`config.mk`:
```
export PLATFORM = sky130hd
export DESIGN_NAME = cvs_timing_gen
export DESIGN_NICKNAME = d
export VERILOG_FILES = /design/src/hdl/cvs_pkg.sv /design/src/hdl/cvs_strobe_div.sv /design/src/hdl/cvs_timing_gen.sv
export SDC_FILE = /design/constraint.sdc
export NUM_CORES = 1
export LEC_CHECK = 0
export BUFFER_PORTS_ARGS = -buffer_cell sky130_fd_sc_hd__buf_4
export CAP_MARGIN = 25
export CORE_ASPECT_RATIO = 1.5
export CORE_MARGIN = 2
export CORE_UTILIZATION = 39
export CTS_CLUSTER_SIZE = 24
export DETAILED_ROUTE_END_ITERATION = 8
export PLACE_DENSITY = 0.58
export SLEW_MARGIN = 20
export SYNTH_ARGS = -nofsm -noshare
export SYNTH_HDL_FRONTEND = slang
export SYNTH_SLANG_ARGS = --single-unit
```
`constraint.sdc`:
```
create_clock -name sys_clk -period 4.6 [get_ports sys_clk]
set_clock_uncertainty 0.2 [all_clocks]
set_input_delay 0.23 -clock sys_clk [delete_from_list [all_inputs] [get_ports sys_clk]]
set_output_delay 0.23 -clock sys_clk [all_outputs]
set_load 0.005 [all_outputs]
```
`src/hdl/cvs_pkg.sv`:
```
// Package with constants and types of the camera video sync timing generator
package cvs_pkg;

  // System clock period in nanoseconds
  localparam int unsigned CLK_PERIOD_NS = 5;

  // Readout mode codes on the mode select input
  localparam logic [1:0] MODE_INTERLACE = 2'h0;
  localparam logic [1:0] MODE_BIN2 = 2'h1;
  localparam logic [1:0] MODE_BIN4 = 2'h2;
  localparam logic [1:0] MODE_OUTLINE = 2'h3;

  // Pixel strobe periods per mode in nanoseconds
  localparam int unsigned STROBE_NS_INTERLACE = 50;
  localparam int unsigned STROBE_NS_BIN2 = 100;
  localparam int unsigned STROBE_NS_BIN4 = 200;
  localparam int unsigned STROBE_NS_OUTLINE = 300;

  // Half strobe period in system clock cycles, rounded down, at least one
  localparam int unsigned HALF_INTERLACE = STROBE_NS_INTERLACE / (2 * CLK_PERIOD_NS);
  localparam int unsigned HALF_BIN2 = STROBE_NS_BIN2 / (2 * CLK_PERIOD_NS);
  localparam int unsigned HALF_BIN4 = STROBE_NS_BIN4 / (2 * CLK_PERIOD_NS);
  localparam int unsigned HALF_OUTLINE = STROBE_NS_OUTLINE / (2 * CLK_PERIOD_NS);

  // Width of the half period counter
  localparam int unsigned HALF_W = 6;

  // Line cycle: inactive and active strobe counts per mode
  localparam int unsigned LINE_OFF_INTERLACE = 428;
  localparam int unsigned LINE_ON_INTERLACE = 4000;
  localparam int unsigned LINE_OFF_BIN2 = 246;
  localparam int unsigned LINE_ON_BIN2 = 2000;
  localparam int unsigned LINE_OFF_BIN4 = 123;
  localparam int unsigned LINE_ON_BIN4 = 1000;
  localparam int unsigned LINE_OFF_OUTLINE = 74;
  localparam int unsigned LINE_ON_OUTLINE = 664;

  // Frame cycle: inactive and active line counts per mode
  localparam int unsigned FRAME_OFF_LINES = 4;
  localparam int unsigned FRAME_ON_INTERLACE = 2624;
  localparam int unsigned FRAME_ON_BIN2 = 1312;
  localparam int unsigned FRAME_ON_BIN4 = 656;
  localparam int unsigned FRAME_ON_OUTLINE = 442;

  // Counter and pixel word widths
  localparam int unsigned PIX_W = 13;
  localparam int unsigned LINE_W = 12;
  localparam int unsigned WORD_W = 12;

  // Strobe count inside the inactive interval at which frame valid may move
  localparam logic [PIX_W-1:0] FRAME_MOVE_PIX = 13'h0001;

  // Outgoing video qualifiers and pixel word
  typedef struct packed {
    logic strobe;
    logic line_valid;
    logic frame_valid;
    logic [WORD_W-1:0] word;
  } cvs_video_type;

  // Per mode timing set
  typedef struct packed {
    logic [HALF_W-1:0] half;
    logic [PIX_W-1:0] first_interval_count;
    logic [PIX_W-1:0] second_interval_count;
    logic [LINE_W-1:0] frame_lines;
  } cvs_timing_type;

  // Timing set looked up from the readout mode
  function automatic cvs_timing_type cvs_timing(input logic [1:0] mode);
    cvs_timing_type t;
    t = '0;
    unique case (mode)
      MODE_INTERLACE: begin
        t.half = HALF_W'(HALF_INTERLACE);
        t.first_interval_count = PIX_W'(LINE_OFF_INTERLACE);
        t.second_interval_count = PIX_W'(LINE_ON_INTERLACE);
        t.frame_lines = LINE_W'(FRAME_ON_INTERLACE);
      end
      MODE_BIN2: begin
        t.half = HALF_W'(HALF_BIN2);
        t.first_interval_count = PIX_W'(LINE_OFF_BIN2);
        t.second_interval_count = PIX_W'(LINE_ON_BIN2);
        t.frame_lines = LINE_W'(FRAME_ON_BIN2);
      end
      MODE_BIN4: begin
        t.half = HALF_W'(HALF_BIN4);
        t.first_interval_count = PIX_W'(LINE_OFF_BIN4);
        t.second_interval_count = PIX_W'(LINE_ON_BIN4);
        t.frame_lines = LINE_W'(FRAME_ON_BIN4);
      end
      MODE_OUTLINE: begin
        t.half = HALF_W'(HALF_OUTLINE);
        t.first_interval_count = PIX_W'(LINE_OFF_OUTLINE);
        t.second_interval_count = PIX_W'(LINE_ON_OUTLINE);
        t.frame_lines = LINE_W'(FRAME_ON_OUTLINE);
      end
    endcase
    return t;
  endfunction

endpackage

```
`src/hdl/cvs_strobe_div.sv`:
```
// Pixel strobe divider: makes the strobe and marks its falling edges
module cvs_strobe_div (
  // Clock, reset and enable
  input wire logic sys_clk,
  input wire logic rstn,
  input wire logic clk_en,
  // Half period length in system clocks
  input wire logic [cvs_pkg::HALF_W-1:0] half,
  // Strobe level and falling edge pulse
  output logic strobe,
  output logic fall
);

  logic [cvs_pkg::HALF_W-1:0] count; // Cycles left in this half period
  logic [cvs_pkg::HALF_W-1:0] next_count;
  logic next_strobe;
  logic next_fall;

  // Toggle the strobe after each half period
  always_comb begin
    next_count = count;
    next_strobe = strobe;
    next_fall = 1'b0;
    if (count <= cvs_pkg::HALF_W'(1)) begin
      // Half period over: flip the level
      next_count = half;
      next_strobe = ~strobe;
      next_fall = strobe;
    end else begin
      // Still inside the half period
      next_count = count - cvs_pkg::HALF_W'(1);
    end
  end

  // Registers, frozen while the enable is low
  always_ff @(posedge sys_clk or negedge rstn) begin
    if (!rstn) begin
      count <= '0;
      strobe <= 1'b0;
      fall <= 1'b0;
    end else if (clk_en) begin
      count <= next_count;
      strobe <= next_strobe;
      fall <= next_fall;
    end
  end

endmodule

```
`src/hdl/cvs_timing_gen.sv`:
```
// Camera video sync timing generator: strobe, line and frame qualifiers, pixel word
// Behaviour
// Interlace and 2x2 line interval counts
// 4x4 and outline line interval counts
// Frame: 4 blank lines, then mode lines
// Line valid moves on strobe falling edge
// Frame valid moves only while line low
// Frame valid never moves on strobe rise
// Strobe period follows readout mode
// Twelve bit pixel word follows strobe
// Qualifiers mark active line and frame
// First interval inactive, frame units lines
module cvs_timing_gen (
  // Clock, reset and enable
  input wire logic sys_clk,
  input wire logic rstn,
  input wire logic clk_en,
  // Readout mode select pins
  input wire logic [1:0] mode_sel,
  // Pixel samples from the converter, same clock
  input wire logic [cvs_pkg::WORD_W-1:0] pixel_in,
  // Video outputs to the frame grabber
  output logic pixel_strobe,
  output logic line_valid,
  output logic frame_valid,
  output logic [cvs_pkg::WORD_W-1:0] pixel_word,
  // Request for the next pixel sample, one cycle pulse
  output logic pixel_take
);

  // Mode pin synchroniser
  logic [1:0] mode_meta; // First stage, read only by the second
  logic [1:0] mode_sync; // Second stage

  // Timing state
  logic [1:0] mode; // Mode in use for this frame
  logic [1:0] next_mode;
  logic [cvs_pkg::PIX_W-1:0] pix_cnt; // Strobe within the line cycle
  logic [cvs_pkg::PIX_W-1:0] next_pix_cnt;
  logic [cvs_pkg::LINE_W-1:0] line_cnt; // Line within the frame cycle
  logic [cvs_pkg::LINE_W-1:0] next_line_cnt;
  cvs_pkg::cvs_video_type video; // Registered outputs
  cvs_pkg::cvs_video_type next_video;
  logic next_take;

  // Divider signals
  cvs_pkg::cvs_timing_type tim; // Timing for the current mode
  logic div_strobe; // Divider strobe level
  logic div_fall; // Divider falling edge pulse

  assign tim = cvs_pkg::cvs_timing(mode);

  // Strobe divider, half period from the current mode
  cvs_strobe_div u_div (
    .sys_clk(sys_clk),
    .rstn(rstn),
    .clk_en(clk_en),
    .half(tim.half),
    .strobe(div_strobe),
    .fall(div_fall)
  );

  // Two flip-flop synchroniser for the mode pins
  always_ff @(posedge sys_clk or negedge rstn) begin
    if (!rstn) begin
      mode_meta <= cvs_pkg::MODE_INTERLACE;
      mode_sync <= cvs_pkg::MODE_INTERLACE;
    end else if (clk_en) begin
      mode_meta <= mode_sel;
      mode_sync <= mode_meta;
    end
  end

  // Next state of counters and outputs
  always_comb begin
    next_mode = mode;
    next_pix_cnt = pix_cnt;
    next_line_cnt = line_cnt;
    next_video = video;
    next_take = 1'b0;
    // Strobe follows the divider one cycle late, like the qualifiers
    next_video.strobe = div_strobe;
    if (div_fall) begin
      // Everything below launches on a strobe falling edge
      next_take = 1'b1;
      if (pix_cnt == tim.first_interval_count + tim.second_interval_count - cvs_pkg::PIX_W'(1)) begin
        // End of a line cycle
        next_pix_cnt = '0;
        if (line_cnt == tim.frame_lines + cvs_pkg::LINE_W'(cvs_pkg::FRAME_OFF_LINES) - cvs_pkg::LINE_W'(1)) begin
          // End of a frame cycle: pick up a new mode here only
          next_line_cnt = '0;
          next_mode = mode_sync;
        end else begin
          // Next line of the frame
          next_line_cnt = line_cnt + cvs_pkg::LINE_W'(1);
        end
      end else begin
        // Next strobe of the line
        next_pix_cnt = pix_cnt + cvs_pkg::PIX_W'(1);
      end
      // Line valid: inactive interval first, then active interval
      next_video.line_valid = (next_pix_cnt >= tim.first_interval_count);
      // Frame valid moves one strobe into the inactive line interval
      if (next_pix_cnt == cvs_pkg::FRAME_MOVE_PIX) begin
        next_video.frame_valid = (line_cnt >= cvs_pkg::LINE_W'(cvs_pkg::FRAME_OFF_LINES));
      end
      // Pixel word launched with the strobe falling edge, zero when blank
      if (next_video.line_valid && next_video.frame_valid) begin
        next_video.word = pixel_in;
      end else begin
        next_video.word = '0;
      end
    end
  end

  // Registers, frozen while the enable is low
  always_ff @(posedge sys_clk or negedge rstn) begin
    if (!rstn) begin
      mode <= cvs_pkg::MODE_INTERLACE;
      pix_cnt <= '0;
      line_cnt <= '0;
      video <= '0;
      pixel_take <= 1'b0;
    end else if (clk_en) begin
      mode <= next_mode;
      pix_cnt <= next_pix_cnt;
      line_cnt <= next_line_cnt;
      video <= next_video;
      pixel_take <= next_take;
    end
  end

  // Outputs straight from the output register
  assign pixel_strobe = video.strobe;
  assign line_valid = video.line_valid;
  assign frame_valid = video.frame_valid;
  assign pixel_word = video.word;

endmodule

```
Word-level counts from Yosys, hierarchy flattened
Index checks and enable logic that the tools add are counted.
Widths: inputs -> output; s select.
{"block": "classes", "n_addsub": 7, "order_cmp": 3, "eq_ne": 6, "muxes": 10, "n_bitwise": 1, "reduce_logical": 6}
{"operator": "$pmux 44 s4", "n": 1}
{"operator": "$mux 13", "n": 2}
{"operator": "$mux 12", "n": 2}
{"operator": "$add 13x1->13 const B", "n": 1}
{"operator": "$add 13x13->13", "n": 1}
{"operator": "$eq 13x1->1 const B", "n": 1}
{"operator": "$eq 13x13->1", "n": 1}
{"operator": "$ge 13x13->1", "n": 1}
{"operator": "$sub 13x1->13 const B", "n": 1}
{"operator": "$add 12x1->12 const B", "n": 1}
{"operator": "$add 12x3->12 const B", "n": 1}
{"operator": "$eq 12x12->1", "n": 1}
{"operator": "$ge 12x3->1 const B", "n": 1}
{"operator": "$sub 12x1->12 const B", "n": 1}
{"operator": "$le 6x1->1 const B", "n": 1}
{"operator": "$mux 6", "n": 1}
{"operator": "$sub 6x1->6 const B", "n": 1}
{"operator": "$eq 2x2->1 const B", "n": 2}
{"operator": "$mux 1", "n": 4}
{"operator": "$reduce_and 2->1", "n": 2}
{"operator": "$reduce_and 4->1", "n": 1}
{"operator": "$reduce_and 3->1", "n": 1}
{"operator": "$eq 2x1->1 const B", "n": 1}
{"operator": "$logic_not 2->1", "n": 1}
{"operator": "2 further kinds", "n": 2}
{"block": "word_totals", "reg_bits": 55, "input_bits": 17, "out_inout_bits": 16, "word_cells": 46}

Longest topological paths before layout
Gate-level depths: netlist of the first run.
{"block": "depth", "ltp_word": 12, "depth_mapped": 16, "mapped_depth_nobuf": 13}

Cells and area by module
A second synthesis of the first run with hierarchy kept.
{"block": "unflattened", "hier_cells": 393, "area_unflattened_um2": 3789.9}
{"module": "cvs_timing_gen", "instances": 1, "cells_per_inst": 345, "area_per_inst_um2": 3320.7, "seq_area_each_um2": 1176.1}
{"module": "cvs_strobe_div", "instances": 1, "cells_per_inst": 48, "area_per_inst_um2": 469.2, "seq_area_each_um2": 200.2}

Worst setup path before layout of the first run
OpenSTA, ideal clock, no wires.
{"block": "synth_path", "path_type": "reg2reg", "start": "reg mode[0]", "end": "reg video (netlist bit pixel_word[0])", "arrival_time_ps": 3502, "required_time_ps": 4273, "slack_ps": 771, "path_stages_with_launch": 17, "n_path_buf": 3, "synth_period_minus_slack_ps": 3829, "cell_sequence": "dfrtp_1 > inv_1 > ha_1 > buf_6 > a21oi_1 > o21ai_2 > xor2_1 > and3_1 > clkbuf_1 > nor2_1 > ha_1 > a21o_1 > a211oi_1 > o21ai_0 > a221oi_2 > buf_2 > o41ai_1"}
{"block": "synth_via", "elab_chain_cells": 12, "word_cells_on_any_way": 16, "classes_between": "add/sub: 2; order compare: 1; eq/ne: 5; mux: 6; reduce/logical: 2"}
{"item": "from (decl)", "line_no": "cvs_timing_gen.sv:36", "text": "logic [1:0] mode;"}
{"item": "from (signal assigned)", "line_no": "cvs_timing_gen.sv:119", "text": "mode <= cvs_pkg::MODE_INTERLACE;"}
{"item": "from (signal assigned)", "line_no": "cvs_timing_gen.sv:125", "text": "mode <= next_mode;"}
{"item": "$eq 2x2->1 (tied with other cells)", "line_no": "cvs_pkg.sv:73", "text": "unique case (mode)"}
{"item": "$pmux 44 s4 *", "line_no": "cvs_pkg.sv:73"}
{"item": "branches (longest 8 deep; another with $add 13x13->13)"}
{"item": "$logic_and 1x1->1 *", "line_no": "cvs_timing_gen.sv:108", "text": "if (next_video.line_valid && next_video.frame_valid) begin"}
{"item": "$mux 12 *", "line_no": "cvs_timing_gen.sv:108"}
{"item": "to (signal assigned)", "line_no": "cvs_timing_gen.sv:128", "text": "video <= next_video;"}
{"item": "to (decl)", "line_no": "cvs_timing_gen.sv:42", "text": "cvs_pkg::cvs_video_type video;"}
Every way passes the cells marked *. The select of a mux whose other input is x is not followed.
A chain may end at the register's enable or synchronous reset.

Worst setup path after layout of the first run
{"block": "layout_path", "start": "reg mode[0]", "end": "reg video (netlist bit pixel_word[6])"}
The elaborated chain is that of the path after synthesis.

==> run summary, run 1 <==
In this run the static leakage power is 1.81 nW. In the global route stage, met1 resource usage came out at 23.0%. In this run the worst hold path is classified as in2reg.

The detailed router placed 2935 vias in this run. Count of yosys warnings during synthesis: 0. Across every metal layer, demand over resource in global routing totals 18.4%. 0 antenna diodes ended up in the layout.

For the synthesized netlist net count, the log shows 420. After the first detailed-routing iteration, the DRC count stood at 138. Summing all placed instances gives a cell area of 0.00387 sq mm. The number of antenna violations at the first check in global routing came out at 0. In this run the deepest clock path goes through 2 buffers. The critical path in this run is classified as reg2reg. For the worst-skew pair, the clock arrives at the later sink with an insertion delay of 300 ps.

The run finished with clean final reports. After synthesis, the cell types taking the most area are sky130_fd_sc_hd__dfrtp_1, sky130_fd_sc_hd__ha_1, sky130_fd_sc_hd__nand2_1. The met2 track demand over resource in global routing is 30.8%, and the number of fill cells in the layout is 841.

In the final design database the tool counted 456 nets. After detailed routing, the number of vias per cell comes to 5.56. Post-DP HPWL: 6.14 mm.

In the post-synthesis netlist, the cell with the most instances is sky130_fd_sc_hd__dfrtp_1. Layer carrying the most global-route usage: met2. In this run, synthesis inferred 0 flip-flops with an integrated enable.

The post-detailed-routing wire length was 8.32 mm; the global placement routability congestion was 0.820. Once the floorplan was initialized, standard cells occupied 40.5% of the core. The H-tree depth reported by CTS was 2. The type of origin of the critical path is a flop.

The pre-antenna-repair detailed-routing pass consisted of 4 iterations. The area growth from synthesis to final layout was 15.9%; the summed negative setup slack over all endpoints was 0 ps. Counting every sink on the clock net gives 55.

Among the stages of the critical path, the cell type that occurs most often is sky130_fd_sc_hd__ha_1. The leading area contributor after synthesis is sky130_fd_sc_hd__dfrtp_1. The required time of the critical path is 4560 ps. The power density over cell area works out to 368 mW/mm^2.

In this run the cell area of the synthesized design comes to 0.00360 sq mm. TritonCTS built the clock tree. The number of setup buffers added after CTS is 0.

The number of max-cap violations was 0; the via count of the first global-routing pass was 2826. For this run, design rule violations remaining after detail routing come to 0. The first global-routing pass estimated 14.4 mm of wire. The share of flip-flops with an asynchronous set or reset after synthesis is 100%. Setup repair after global routing left no endpoint under its margin. After detailed routing, the average wire length per cell comes to 15.8 microns. A synthesized cell averages 9.44 sq um. The die covers 0.0100 sq mm. For this run, the slowest stage of the critical path takes 570 ps. 33 I/O pins were placed. Root buffer cell: sky130_fd_sc_hd__clkbuf_16.

At the worst endpoint, the arrival time is 4130 ps. The met3 global-route usage is 2.81%. The total overflow left after global routing is 0.

In this run the standard cell core region covers 0.00888 sq mm. The run gives 381 as the synthesized instance count. The floorplan has 42 rows. Dividing the final minimum period by the clock period gives 90.7%. The final number of setup-violating endpoints came out at 0.

The worst setup path is captured at a flop. Height of the die: 122 microns. By count the netlist is led by sky130_fd_sc_hd__dfrtp_1, sky130_fd_sc_hd__nand2_1, sky130_fd_sc_hd__nor2_1. For the pin with the worst max-slew slack, the measured transition is 716 ps. The highest attainable clock frequency is 240 MHz. Multi-input logic area: 0.00200 sq mm. The count of port buffers added during placement was 32. The area occupied by registers is 0.00138 sq mm, and the post-route minimum period is 4170 ps. Along the worst path, the maximum fanout reaches 13. For the maximum VDD drop, the log shows 0.000302 V. Most used flip-flop cell after synthesis: sky130_fd_sc_hd__dfrtp_1. In this run the tightest slew margin relative to its limit is 52.3%. The clock-pin slew reported for the worst setup and hold paths after clock tree synthesis was 80 ps; the post-layout instance area was 0.00417 sq mm. After synthesis, the largest area contributor takes up 38.3% of total cell area.

Number of distinct library cells after synthesis: 64. The die is 82.4 microns wide. The tools report the register area share after synthesis as 38.3%. The post-route netlist has 20.6% of its cells at a drive strength greater than 1. The run gives 0 as the number of max-slew violations in the final report. Clock tree synthesis inserted a total of 5 buffers. The total count of hold-check failures in the final report came out at 0.

The register bit total from synthesis is 55, and the count of antenna-violating nets left after detailed routing is 0. The slowest cell on the critical path was sky130_fd_sc_hd__dfrtp_1. The signal on the critical path passes through inv_1 > ha_1 > a21oi_1 > o21ai_2 > xor2_1 > and3_1 > nor2_1 > ha_1 > a21o_1 > a211oi_1 > o21ai_0 > a221oi_2 > buf_4 > o41ai_1. Entering global routing, the biggest net connects 56 pins.
cells in the final DEF, fill, tap and decap left out, types with 3 or more instances in the layout:
master	instances
sky130_fd_sc_hd__ha_1	22
sky130_fd_sc_hd__inv_1	17
sky130_fd_sc_hd__nor4_1	6
sky130_fd_sc_hd__or4_1	4
sky130_fd_sc_hd__nand4_1	8
sky130_fd_sc_hd__and3_1	3
sky130_fd_sc_hd__dfrtp_1	55
sky130_fd_sc_hd__o21ai_0	22
sky130_fd_sc_hd__or3_1	7
sky130_fd_sc_hd__nor2_1	25
sky130_fd_sc_hd__a21o_1	4
sky130_fd_sc_hd__a21oi_1	16
sky130_fd_sc_hd__and2_1	3
sky130_fd_sc_hd__o41ai_1	9
sky130_fd_sc_hd__o22ai_1	5
sky130_fd_sc_hd__mux2i_1	4
sky130_fd_sc_hd__nor3_2	3
sky130_fd_sc_hd__xor2_1	7
sky130_fd_sc_hd__o41ai_2	4
sky130_fd_sc_hd__xnor2_1	10
sky130_fd_sc_hd__mux2_2	13
sky130_fd_sc_hd__nand3_1	10
sky130_fd_sc_hd__o31ai_1	4
sky130_fd_sc_hd__dlygate4sd3_1	15
sky130_fd_sc_hd__clkbuf_16	5
sky130_fd_sc_hd__nand2_1	49
sky130_fd_sc_hd__buf_4	38
metrics by stage:
step | power, mW | hold WS, ps | utilization (%) | std cells | setup WS (ps)
floorplan | 0.987 | -266 | - | 381 | 771
global placement | 1.14 | 136 | 43.5 | 505 | 596
detailed placement | 1.15 | 135 | 43.5 | 505 | 419
CTS | 1.56 | 71.3 | 47.0 | 528 | 399
global route | 1.65 | 99.5 | 47.0 | 528 | 35.9
finish | 1.53 | 66.4 | 47.0 | 528 | 427
worst paths after layout:
| check | endpoint | slack, ps | depth (start not counted) | from |
|---|---|---|---|---|
| max | pixel_word[6] | 430 | 14 | mode[0] |
| max in group asynchronous | pix_cnt[5] | 3400 | 2 | rstn |
| max reg2reg | pixel_word[6] | 430 | 14 | mode[0] |
| min reg2reg | u_div.strobe | 270 | 1 | u_div.strobe |
| min in group asynchronous | line_cnt[0] | 310 | 2 | rstn |
| min | u_div.count[1] | 70 | 2 | clk_en |
cells by family after synthesis:
family          count (synthesis)  synth area share, %
mux                            17                 5.18
flops                          55                 38.3
compound gates                 87                 17.7
fa+ha+maj                      22                 7.65
buf+inv                        41                 6.05
xor+xnor                       17                 4.14
simple gates                  142                 21.0
sequential cells by signal, summed over array words and instances, names as in the netlist, 2 cells and up:
register	cells
line_cnt	12
mode_meta	2
mode_sync	2
u_div.count	6
pixel_word	12
mode	2
pix_cnt	13
layer usage:
metal	vias up	wire, microns
met1	1394	3430
met5	-	0
met4	0	312
met3	21	232
met2	60	4340
li1	1460	-
cell type report:
| class | count | area share (%) |
|---|---|---|
| multi-input cells | 285 | 48.0 |
| flip-flops and latches | 55 | 33.0 |
| repair buffers | 53 | 10.4 |
| well taps | 110 | 3.30 |
| clock buffers | 5 | 3.00 |
| inverters | 17 | 1.53 |
| clock inverters | 3 | 0.690 |
report_power, final:
group / switching (mW) / total [mW] / internal [mW]
clock network: 0.188 / 0.396 / 0.208
registers: 0.0877 / 0.656 / 0.568
logic: 0.258 / 0.482 / 0.224
total: 0.534 / 1.53 / 1.00
worst max-delay path, delay by kind of cell (launching register included):
family	cells	cell delay [ps]
buffers and inverters	2	400
adder cells (fa/ha/maj)	2	710
XOR/XNOR	1	350
AO/OA/AOI/OAI	7	1130
flip-flops	1	570
AND/OR/NAND/NOR	2	660
repair_timing:
item                                   4_1_cts  5_1_grt
gates resized for setup                      0        0
endpoints found under the hold margin       69        0
hold buffers                                15        0
Note: power is estimated with default switching activity, not from simulation.
==> run 2, diff against run 1 <==
--- a/config.mk
+++ b/config.mk
@@ -13,6 +13,7 @@
 export CTS_CLUSTER_SIZE = 24
 export DETAILED_ROUTE_END_ITERATION = 8
 export PLACE_DENSITY = 0.58
+export REMOVE_ABC_BUFFERS = 1
 export SLEW_MARGIN = 20
 export SYNTH_ARGS = -nofsm -noshare
 export SYNTH_HDL_FRONTEND = slang
==> run 2 against run 1 <==
Compared with the run above: register-to-register slack gained 160 ps; global-route usage decreased by 0.40 points; sequential power is essentially flat; sequential share of layout area increased by 0.11 points; setup slack better by 160 ps; combinational power about the same; wire length increased by 0.48%; non-clock buffer count is 1 lower; cell area is 0.33% lower; total power down 0.91%; via count rose by 0.44%; largest power group unchanged; highest routed layer unchanged.
==> run summary, run 2 (same netlist as run 1, synthesis figures left out) <==
The tools report the leakage power figure as 1.80 nW (was 1.81 nW). The biggest fanout along the worst timing path came out at 13 (unchanged). Setup repair after global routing left no endpoint under its margin. The combined global-route utilization of all metal layers came out at 18.0% (was 18.4%).

Global-route wire length before repair: 14.0 mm (was 14.4 mm). Number of max-slew violations in the final report: 0 (unchanged). The logs give 0.000229 V (was 0.000302 V) for the maximum VDD drop and 0.0100 sq mm (unchanged) for the die footprint. The run gives 56 (unchanged) as the pin count of the biggest net entering global routing. Critical path class: reg2reg (unchanged). The run finished with clean final reports. The tools report the power share of the sequential group as 43.1% (was 42.8%). The logs give 156 (was 138) for the number of design-rule violations left by the first detailed-router iteration and 249 MHz (was 240 MHz) for the highest attainable clock frequency.

The final-stage net count was 455 (was 456); the power density over cell area was 366 mW/mm^2 (was 368 mW/mm^2). Root buffer cell: sky130_fd_sc_hd__clkbuf_16 (unchanged). The antenna cell count was 0 (unchanged); the I/O pin total was 33 (unchanged). For the number of fill cells in the layout, the log shows 853 (was 841). The area growth from synthesis to final layout is 15.5% (was 15.9%).

The share of the clock period used by the worst path is 87.2% (was 90.7%). The slowest cell on the critical path was sky130_fd_sc_hd__dfrtp_1 (unchanged). CTS buffer count: 5 (unchanged).

For the final core utilization, the log shows 46.8% (was 47.0%). The worst reg2reg path endpoint is pixel_word[10] (was pixel_word[6]). The part of the total power dissipated in the clock network is 25.3% (was 25.8%), and the logic depth of the worst register-to-register path is 14 (unchanged). The tools report the summed negative setup slack over all endpoints as 0 ps (unchanged). The register with the most flip-flops was pix_cnt (unchanged).

The post-detailed-routing wire length came out at 8.36 mm (was 8.32 mm). Critical path capture point type: a flop (unchanged). Critical path, cell by cell: inv_1 > ha_1 > a21oi_1 > o21ai_2 > xor2_1 > and3_2 > nor2_1 > ha_1 > a21o_1 > a211oi_1 > o21ai_0 > a221oi_2 > buf_4 > o41ai_1 (was inv_1 > ha_1 > a21oi_1 > o21ai_2 > xor2_1 > and3_1 > nor2_1 > ha_1 > a21o_1 > a211oi_1 > o21ai_0 > a221oi_2 > buf_4 > o41ai_1).

The final number of setup-violating endpoints was 0 (unchanged); the global placement routability congestion was 0.827 (was 0.820). The proportion of power drawn by combinational gates is 31.6% (was 31.4%), and the data arrival time of the critical path is 3960 ps (was 4130 ps). Placeable core area: 0.00888 sq mm (unchanged).

The deepest clock path buffer count is 2 (unchanged), and the net switching component of the power is 0.524 mW (was 0.534 mW). The most repeated library cell on the critical path was sky130_fd_sc_hd__ha_1 (unchanged). The post-DP HPWL was 5.93 mm (was 6.14 mm); the post-detailed-route via-to-cell ratio was 5.59 (was 5.56). The height of the die was 122 microns (unchanged); the effective utilization at floorplan was 40.5% (unchanged).

Internal power: 0.996 mW (was 1.00 mW). The clock-pin slew reported for the worst setup and hold paths after clock tree synthesis came out at 70 ps (was 80 ps). TritonCTS built the clock tree.

The tools report the worst hold path startpoint as clk_en (unchanged). The tools report the type of origin of the critical path as a flop (unchanged). The flip-flop count of the largest register after layout came out at 13 (unchanged). The remaining global-route overflow was 0 (unchanged); the highest cell delay on the worst timing path was 560 ps (was 570 ps).

The number of antenna violations at the first check in global routing is 0 (unchanged). The logs give 0 (unchanged) for the count of antenna-violating nets left after detailed routing and 0.00416 sq mm (was 0.00417 sq mm) for the post-layout instance area. Remaining routing DRC violations: 0 (unchanged). The fraction of power spent switching nets works out to 34.5% (was 34.8%). For the via count of the first global-routing pass, the log shows 2852 (was 2826).

The tools report the H-tree depth reported by CTS as 2 (unchanged). Leading cell types in the layout, fill and taps excluded: sky130_fd_sc_hd__dfrtp_1, sky130_fd_sc_hd__nand2_1, sky130_fd_sc_hd__buf_4, sky130_fd_sc_hd__nor2_1 (unchanged). The total setup buffers inserted after CTS was 0 (unchanged); the number of sinks driven by the clock tree was 55 (unchanged). The worst hold path class was in2reg (unchanged). Most common library cell in the layout ignoring fill and taps: sky130_fd_sc_hd__dfrtp_1 (unchanged). The beginning of the worst register-to-register path is mode[0] (unchanged).

Clock latency at the later pin of the worst-skew pair: 300 ps (about the same). For the total count of hold-check failures in the final report, the log shows 0 (unchanged). The row count was 42 (unchanged); the flop-to-flop setup slack was 590 ps (was 430 ps). The total number of vias was 2948 (was 2935). The worst-case hold path end point was u_div.count[1] (unchanged).

The wire length per cell is 15.9 microns (was 15.8 microns), and the number of optimization iterations in the first detailed-route pass is 4 (unchanged). The post-placement cell area is 0.00386 sq mm (was 0.00387 sq mm), and the final total power is 1.52 mW (was 1.53 mW). The hold path depth came out at 2 (unchanged).

The transition time at the pin with the least slew margin is 825 ps (was 716 ps), and the number of max-cap violations is 0 (unchanged). The run gives 80.8 ps (was 66.4 ps) as the minimum hold slack. The die width was 82.4 microns (unchanged); the required time of the critical path was 4550 ps (was 4560 ps). The headroom to the max-slew limit was 44.9% (was 52.3%).

Share of final-layout standard cells stronger than drive strength 1: 20.4% (was 20.6%). The post-route minimum period came out at 4010 ps (was 4170 ps). Count of port buffers added during placement: 32 (unchanged).
[run 2: worst max-delay path: cells and delay by family (launching register included)]
kind | cells | cell delay, ps
xor gates and xnor gates | 1 | 330
and+or+nand+nor | 2 | 530
AOI/OAI and AO/OA | 7 | 1130
buffers and inverters | 2 | 420
adders and majority gates | 2 | 680
DFF | 1 | 560
[run 2: worst max path at each step]
| stage | end | start | slack, ps | depth (start not counted) |
|---|---|---|---|---|
| after floorplan | pixel_word[0] | mode[0] | 680 | 13 |
| after global placement | pixel_word[2] | mode[0] | 600 | 14 |
| after detailed placement | pixel_word[10] | mode[0] | 430 | 14 |
| after CTS | pixel_word[10] | mode[0] | 410 | 14 |
| after global routing | pixel_word[10] | mode[0] | 160 | 14 |
| final | pixel_word[10] | mode[0] | 590 | 14 |
[run 2: area by class of cell]
type                    instances  area, sq um  share of cell area, %
inverters                      17         63.8                   1.54
clock inverters                 2         17.5                  0.421
well taps                     110          138                   3.31
flip-flops and latches         55         1380                   33.1
clock buffers                   6          129                   3.10
repair buffers                 52          428                   10.3
multi-input cells             285         2000                   48.2
[run 2: layer usage]
layer | wire [microns] | share of wire [%] | vias to the layer above | GRT usage, %
li1 | - | - | 1451 | -
met1 | 3510 | 42 | 1431 | 22.1
met2 | 4380 | 52 | 50 | 30.9
met3 | 192 | 2.3 | 16 | 2.59
met4 | 269 | 3.2 | 0 | 7.29
met5 | 0 | 0 | - | 0
[run 2: timing repair]
| action | 4_1_cts | 5_1_grt |
|---|---|---|
| hold buffers | 15 | 0 |
| hold endpoints to repair | 69 | 0 |
| endpoints found under the setup margin | 0 | 6 |
| gates resized for setup | 0 | 1 |
[run 2: through the flow]
step,setup WS (ps),cells
4_1_cts,406,527
6_report,589,527
5_1_grt,157,527
3_5_place_dp,432,504
2_1_floorplan,680,357
3_3_place_gp,603,504
[run 2: power by group through the flow]
stage                     Sequential, mW  Clock, mW  Combinational, mW
final                              0.655      0.385              0.480
after global routing               0.669      0.416              0.538
after CTS                          0.656      0.396              0.485
after detailed placement           0.664          0              0.473
after global placement             0.663          0              0.465
after floorplan                    0.645          0              0.310
